`src/rtl/rssd_pkg.sv`:
```
// constants and types shared by the rotate/subtract/skip datapath
`default_nettype none
package rssd_pkg;
  localparam int DATA_W = 8;
  localparam int MSB = 7;
  localparam int NIB = 4;
  localparam logic [7:0] ACC_RESET = 8'h00;
  localparam logic FLAG_RESET = 1'b0;
  localparam logic [7:0] ONE_BYTE = 8'h01;
  localparam logic [7:0] ZERO_BYTE = 8'h00;
  localparam logic [1:0] OP_ROT = 2'h0;
  localparam logic [1:0] OP_SUB_ACC = 2'h1;
  localparam logic [1:0] OP_SUB_MEM = 2'h2;
  localparam logic [1:0] OP_DEC_SKIP = 2'h3;
  typedef logic [7:0] byte_t;
endpackage
`default_nettype wire

```
`src/rtl/rssd_alu_if.sv`:
```
// carrier between the sequencer-facing top and the arithmetic unit
`default_nettype none
interface rssd_alu_if;
  import rssd_pkg::*;
  logic [1:0] op;
  byte_t acc;
  byte_t mem;
  logic carry;
  byte_t result;
  logic c_out;
  logic z_out;
  logic ov_out;
  logic ac_out;
  modport top (output op, acc, mem, carry,
               input result, c_out, z_out, ov_out, ac_out);
  modport alu (input op, acc, mem, carry,
               output result, c_out, z_out, ov_out, ac_out);
endinterface
`default_nettype wire

```
`src/rtl/rssd_datapath.sv`:
```
// accumulator datapath slice: rotate, subtract with borrow, decrement-skip
`default_nettype none
module rssd_datapath
  import rssd_pkg::*;
(
  input wire logic CLK_IN,
  input wire logic RST_IN,
  input wire logic START_IN,
  input wire logic [1:0] OP_IN,
  input wire logic [7:0] MEM_RD_IN,
  output logic [7:0] ACC_OUT,
  output logic C_OUT,
  output logic Z_OUT,
  output logic OV_OUT,
  output logic AC_OUT,
  output logic MEM_WE_OUT,
  output logic [7:0] MEM_WD_OUT,
  output logic SKIP_OUT,
  output logic DONE_OUT
);
  // ----------------------------------------
  // operation decoding
  // ----------------------------------------
  function automatic logic op_is_rot(input logic [1:0] op);
    return op == OP_ROT;
  endfunction

  function automatic logic op_is_sub(input logic [1:0] op);
    return op == OP_SUB_ACC || op == OP_SUB_MEM;
  endfunction

  function automatic logic op_is_dec(input logic [1:0] op);
    return op == OP_DEC_SKIP;
  endfunction

  // the accumulator takes the rotate and the subtract-to-acc only
  function automatic logic op_writes_acc(input logic [1:0] op);
    return op == OP_ROT || op == OP_SUB_ACC;
  endfunction

  function automatic logic op_writes_mem(input logic [1:0] op);
    return op == OP_SUB_MEM || op == OP_DEC_SKIP;
  endfunction

  function automatic logic byte_is_zero(input byte_t b);
    return b == ZERO_BYTE;
  endfunction

  // ----------------------------------------
  // arithmetic
  // ----------------------------------------
  rssd_alu_if alu_bus ();
  byte_t acc_reg;
  logic c_reg;
  logic z_reg;
  logic ov_reg;
  logic ac_reg;
  logic mem_we_reg;
  byte_t mem_wd_reg;
  logic skip_reg;
  logic done_reg;

  assign alu_bus.op = OP_IN;
  assign alu_bus.acc = acc_reg;
  assign alu_bus.mem = MEM_RD_IN;
  assign alu_bus.carry = c_reg;

  rssd_alu u_alu (
    .bus(alu_bus)
  );

  // ----------------------------------------
  // strobes
  // ----------------------------------------
  // every strobe needs START_IN: an idle cycle leaves the accumulator and flags alone, though the write data still loads
  logic go_rot;
  logic go_sub;
  logic go_dec;
  logic go_acc_wr;
  logic go_mem_wr;
  logic go_carry;

  assign go_rot = START_IN && op_is_rot(OP_IN);
  assign go_sub = START_IN && op_is_sub(OP_IN);
  assign go_dec = START_IN && op_is_dec(OP_IN);
  assign go_acc_wr = START_IN && op_writes_acc(OP_IN);
  assign go_mem_wr = START_IN && op_writes_mem(OP_IN);
  // decrement-skip is the only operation that leaves carry alone
  assign go_carry = go_rot || go_sub;

  // ----------------------------------------
  // next-state values
  // ----------------------------------------
  byte_t acc_next;
  logic c_next;
  logic z_next;
  logic ov_next;
  logic ac_next;
  logic mem_we_next;
  byte_t mem_wd_next;
  logic skip_next;
  logic done_next;

  always_comb
  begin
    acc_next = acc_reg;
    c_next = c_reg;
    z_next = z_reg;
    ov_next = ov_reg;
    ac_next = ac_reg;
    if (go_acc_wr)
      acc_next = alu_bus.result;
    if (go_carry)
      c_next = alu_bus.c_out;
    // decrement-skip never reaches these: flags hold
    if (go_sub)
    begin
      z_next = alu_bus.z_out;
      ov_next = alu_bus.ov_out;
      ac_next = alu_bus.ac_out;
    end
    // strobe and data leave together; the rotate never writes memory
    mem_we_next = go_mem_wr;
    mem_wd_next = alu_bus.result;
    // a wrapped ff from zero is not zero, so it never skips
    skip_next = go_dec && byte_is_zero(alu_bus.result);
    done_next = START_IN;
  end

  // ----------------------------------------
  // registers
  // ----------------------------------------
  always_ff @(posedge CLK_IN or posedge RST_IN)
  begin
    if (RST_IN)
    begin
      acc_reg <= ACC_RESET;
    end
    else
    begin
      acc_reg <= acc_next;
    end
  end

  always_ff @(posedge CLK_IN or posedge RST_IN)
  begin
    if (RST_IN)
    begin
      c_reg <= FLAG_RESET;
    end
    else
    begin
      c_reg <= c_next;
    end
  end

  always_ff @(posedge CLK_IN or posedge RST_IN)
  begin
    if (RST_IN)
    begin
      z_reg <= FLAG_RESET;
    end
    else
    begin
      z_reg <= z_next;
    end
  end

  always_ff @(posedge CLK_IN or posedge RST_IN)
  begin
    if (RST_IN)
    begin
      ov_reg <= FLAG_RESET;
    end
    else
    begin
      ov_reg <= ov_next;
    end
  end

  always_ff @(posedge CLK_IN or posedge RST_IN)
  begin
    if (RST_IN)
    begin
      ac_reg <= FLAG_RESET;
    end
    else
    begin
      ac_reg <= ac_next;
    end
  end

  always_ff @(posedge CLK_IN or posedge RST_IN)
  begin
    if (RST_IN)
    begin
      mem_we_reg <= 1'b0;
    end
    else
    begin
      mem_we_reg <= mem_we_next;
    end
  end

  // data is loaded every cycle; only the strobe says it is meant
  always_ff @(posedge CLK_IN or posedge RST_IN)
  begin
    if (RST_IN)
    begin
      mem_wd_reg <= ZERO_BYTE;
    end
    else
    begin
      mem_wd_reg <= mem_wd_next;
    end
  end

  // skip pulse asks the sequencer for one dummy fetch cycle
  always_ff @(posedge CLK_IN or posedge RST_IN)
  begin
    if (RST_IN)
    begin
      skip_reg <= 1'b0;
    end
    else
    begin
      skip_reg <= skip_next;
    end
  end

  always_ff @(posedge CLK_IN or posedge RST_IN)
  begin
    if (RST_IN)
    begin
      done_reg <= 1'b0;
    end
    else
    begin
      done_reg <= done_next;
    end
  end

  // ----------------------------------------
  // outputs
  // ----------------------------------------
  // every output is a flop; the pulses drop one cycle after their start
  assign ACC_OUT = acc_reg;
  assign C_OUT = c_reg;
  assign Z_OUT = z_reg;
  assign OV_OUT = ov_reg;
  assign AC_OUT = ac_reg;
  assign MEM_WE_OUT = mem_we_reg;
  assign MEM_WD_OUT = mem_wd_reg;
  assign SKIP_OUT = skip_reg;
  assign DONE_OUT = done_reg;
endmodule
`default_nettype wire

```
`src/rtl/rssd_alu.sv`:
```
// combinational arithmetic of the four operations
`default_nettype none
module rssd_alu
  import rssd_pkg::*;
(
  rssd_alu_if.alu bus
);
  logic [8:0] diff;
  logic [4:0] low;
  always_comb
  begin
    // 9-bit difference: bit 8 set means a borrow out
    diff = {1'b0, bus.acc} - {1'b0, bus.mem} - {8'h00, ~bus.carry};
    low = {1'b0, bus.acc[3:0]} - {1'b0, bus.mem[3:0]} - {4'h0, ~bus.carry};
    bus.result = diff[7:0];
    bus.c_out = bus.carry;
    bus.z_out = 1'b0;
    bus.ov_out = 1'b0;
    bus.ac_out = 1'b0;
    unique case (bus.op)
      OP_ROT:
      begin
        bus.result = {bus.carry, bus.mem[MSB:1]};
        bus.c_out = bus.mem[0];
      end
      OP_SUB_ACC, OP_SUB_MEM:
      begin
        bus.c_out = ~diff[8];
        bus.z_out = (diff[7:0] == ZERO_BYTE);
        bus.ac_out = ~low[NIB];
        bus.ov_out = (bus.acc[MSB] ^ bus.mem[MSB])
                     & (bus.acc[MSB] ^ diff[MSB]);
      end
      OP_DEC_SKIP:
      begin
        bus.result = bus.mem - ONE_BYTE;
      end
    endcase
  end
endmodule
`default_nettype wire

```
`config.mk`:
```
export PLATFORM = sky130hd
export DESIGN_NAME = rssd_datapath
export DESIGN_NICKNAME = d
export VERILOG_FILES = /design/src/rtl/rssd_pkg.sv /design/src/rtl/rssd_alu_if.sv /design/src/rtl/rssd_datapath.sv /design/src/rtl/rssd_alu.sv
export SDC_FILE = /design/constraint.sdc
export NUM_CORES = 1
export LEC_CHECK = 0
export BUFFER_PORTS_ARGS = -buffer_cell sky130_fd_sc_hd__buf_2
export CAP_MARGIN = 10
export CORE_ASPECT_RATIO = 1.5
export CORE_MARGIN = 2
export CORE_UTILIZATION = 56
export DETAILED_ROUTE_END_ITERATION = 8
export PLACE_DENSITY = 0.81
export SYNTH_ARGS = -nofsm -noshare
export SYNTH_HDL_FRONTEND = slang
export SYNTH_SLANG_ARGS = --single-unit
```
`constraint.sdc`:
```
create_clock -name CLK_IN -period 7.1 [get_ports CLK_IN]
set_clock_uncertainty 0.2 [all_clocks]
set_input_delay 0.355 -clock CLK_IN [delete_from_list [all_inputs] [get_ports CLK_IN]]
set_output_delay 0.355 -clock CLK_IN [all_outputs]
set_load 0.02 [all_outputs]
```
==> impl_results.md <==
- Status: completed
- RSZ-0062 raised after global routing: no
- Num ports: 36
- Synth Flop Type: dfrtp_1
- Tot Pwr: 852 uW
- Area grow syn2layout: 14.3%
- Ys async rst share: 1.00
- Fin util: 0.662
- Syn avg cell area: 9.39 sq um
- CP required: 7.08 ns
- Clock H-tree levels: 1
- Critical Path Sink Type: register
- Global-route wire length before repair: 6760 um
- WL final: 4090 um
- Layout cells sized above 1: 0.213
- Initial antenna violation count: 0
- Worst R2R Path Depth: 9
- Largest net degree at the start of global routing: 24
- Syn_nets: 226
- PwrDens: 416 nW/um^2
- Max_cap viols: 0
- Post-Syn Instances: 191
- Routability cong.: 0.914
- CTS Sinks: 23
- Die Y: 73.3 um
- Vias in the first global route: 1495
- Wire per inst: 15.4 um
- Tmin final: 3.13 ns
- Buffer type at the clock tree root: clkbuf_8
- Antenna Violating Nets Remaining: 0
- Sequential cell area fraction in the yosys report: 0.321
- Number of DRC markers in iteration 0: 35
- Hold_buf cts: 0
- Critical path class: register to register
- Slew HR: 0.363
- Synth Register Bits: 23
- Crit-path slowest cell: a2111oi_0
- EDFF count, synth: 0
- Full die area: 3680 sq um
- Vias: 1558
- Clock Latency Late Sink: 0.27 ns
- Post-CTS Setup Inserts: 0
- Core Region: 3100 sq um
- Grt ovf: 0
- Vias per inst: 5.88
- Tot GR Track Use: 0.241
- Pins over their slew limit: 0
- CP arrival: 3.11 ns
- PortBufs: 35
- Yosys cell types: 45
- Setup Viol. Count Final: 0
- Lkg Pwr: 0.00106 uW
- Final period utilization: 0.440
- Initial Utilization: 0.579
- YS warnings: 0
- Crit-path max FO: 3
- CTS tree: done
- Remaining DRCs: 0
- Maximum vdd drop: 0.000248 V
- Antenna Cells: 0
- Hold Fails Final Rpt: 0
- Fillers: 262
- Worst Tran Pin Value: 0.932 ns
- Post-CTS resize count: 0
- Post-Syn Area: 1790 sq um
- Fin Setup TNS: 0 ns
- Die width: 50.2 um
- Crit start category: register
- Highest clock rate: 0.320 GHz
- Row Count: 25
- Register area: 576 sq um
- Post-detail-place hpwl: 3170 um
- Clock transition at path regs: 0.09 ns
- Critical path cell sequence: inv_1 > fa_1 > inv_1 > fa_1 > nand2b_1 > a2111oi_0 > nor4_1 > or2_1 > o31ai_1
- Clock Tree Buf Depth: 2
- Multi-input gate area in the final layout: 1090 sq um
- Pre-antenna DRT Iters: 4
- CTS buffer count: 3
- Final #Nets: 261
- HP Class: primary input to asynchronous set/reset pin
- Crit-path max cell delay: 0.85 ns
## cell usage after synthesis, types with 2 or more instances
library cell  instances  share of area
inv_1                29          0.061
dfrtp_1              23           0.32
ha_1                 20           0.14
nand2_1              16          0.033
o21ai_0               8          0.022
a21oi_1               7          0.020
o31ai_1               6          0.025
clkbuf_1              5          0.010
nand2b_1              5          0.017
nor2_1                5          0.010
xnor2_1               5          0.024
mux2_2                4          0.025
xor2_1                4          0.020
a2111oi_0             3          0.015
a21o_1                3          0.013
a221oi_1              3          0.015
a31oi_1               3          0.010
nor3_1                3         0.0084
nor4b_1               3          0.015
o211a_1               3          0.017
or3_1                 3          0.010
and2_1                2         0.0070
fa_1                  2          0.022
nor2b_1               2         0.0070
nor4_2                2          0.014
o21a_1                2         0.0084
or2_1                 2         0.0070
## logic make-up (layout without fill, tap and decap cells)
group | Yosys count | after routing | synth area share
simple gates | 50 | 50 | 0.162
flops | 23 | 23 | 0.321
mux | 5 | 5 | 0.0307
buf+inv | 35 | 69 | 0.0733
compound gates | 46 | 46 | 0.195
fa+ha+maj | 22 | 22 | 0.162
xor+xnor | 10 | 10 | 0.0565
## where the power goes
group | internal (uW) | total [uW] | leakage [uW] | switching, uW
combinational | 230 | 556 | 0.000748 | 326
sequential | 181 | 209 | 0.000282 | 28.1
clock | 39.4 | 86.5 | 0.0000255 | 47.2
## layer usage
| layer | global-route usage | wire [um] | up-vias |
|---|---|---|---|
| li1 | - | - | 746 |
| met1 | 0.271 | 1540 | 742 |
| met2 | 0.433 | 2170 | 54 |
| met3 | 0.0346 | 219 | 16 |
| met4 | 0.127 | 163 | 0 |
| met5 | 0 | 0 | - |
## cell type report
type                            count  share of cell area
Clock inverter                      1             0.00244
Tap cell                           40              0.0244
Sequential cell                    23               0.281
Inverter                           29              0.0531
Timing Repair Buffer               36              0.0891
Multi-Input combinational cell    133               0.530
Clock buffer                        3              0.0201
## layout by cell type, fill, tap and decap left out, types with 2 or more instances in the layout
| cell type | netlist | routed |
|---|---|---|
| clkbuf_8 | 0 | 3 |
| dfrtp_1 | 23 | 23 |
| fa_1 | 2 | 2 |
| o21a_1 | 2 | 2 |
| nor2b_1 | 2 | 2 |
| nor3_1 | 3 | 3 |
| nor2_1 | 5 | 5 |
| nor4_2 | 2 | 2 |
| a2111oi_0 | 3 | 3 |
| or2_1 | 2 | 2 |
| o211a_1 | 3 | 3 |
| ha_1 | 20 | 20 |
| or3_1 | 3 | 3 |
| o21ai_0 | 8 | 8 |
| buf_2 | 0 | 35 |
| nor4b_1 | 3 | 3 |
| inv_1 | 29 | 29 |
| a31oi_1 | 3 | 3 |
| xor2_1 | 4 | 4 |
| o31ai_1 | 6 | 6 |
| and2_1 | 2 | 2 |
| mux2_2 | 4 | 4 |
| xnor2_1 | 5 | 5 |
| a221oi_1 | 3 | 3 |
| a21o_1 | 3 | 3 |
| nand2b_1 | 5 | 5 |
| nand2_1 | 16 | 16 |
| a21oi_1 | 7 | 7 |
## sequential cells by signal, summed over array words and instances (netlist names)
name and count:
ACC_OUT 8, AC_OUT 1, C_OUT 1, DONE_OUT 1, MEM_WD_OUT 8, MEM_WE_OUT 1, OV_OUT 1, SKIP_OUT 1
Z_OUT 1
## path summary, 6_finish.rpt
check / start / slack (ns) / end
setup / recovery: C_OUT$_DFFE_PP0P_ / 3.97 / ACC_OUT[6]$_DFFE_PP0P_
hold / removal: RST_IN / 0.05 / MEM_WD_OUT[4]$_DFF_PP0_
setup reg to reg: C_OUT$_DFFE_PP0P_ / 3.97 / ACC_OUT[6]$_DFFE_PP0P_
hold reg to reg: OV_OUT$_DFFE_PP0P_ / 0.29 / OV_OUT$_DFFE_PP0P_
max in group asynchronous: RST_IN / 6.12 / MEM_WE_OUT$_DFF_PP0_
min in group CLK_IN: START_IN / 0.08 / DONE_OUT$_DFF_PP0_
## critical path: cells and delay by family, from the launching register on
family,cells,cell delay (ns)
buffers and inverters,2,0.16
DFF,1,0.40
and+or+nand+nor,3,0.61
adders and majority gates,2,0.58
AOI/OAI and AO/OA,2,1.08
## metrics by stage
step                      hold WS [ns]  setup slack [ns]  cell area (sq um)  instances
after floorplan                  0.157              4.32               1790        191
after global placement           0.261              3.93               2000        261
after detailed placement         0.267              3.93               2000        261
after CTS                       0.0782              3.97               2050        265
after global routing            0.0824              3.67               2050        265
final                           0.0481              3.97               2050        265
No activity file was read; power rests on OpenSTA's default activity.
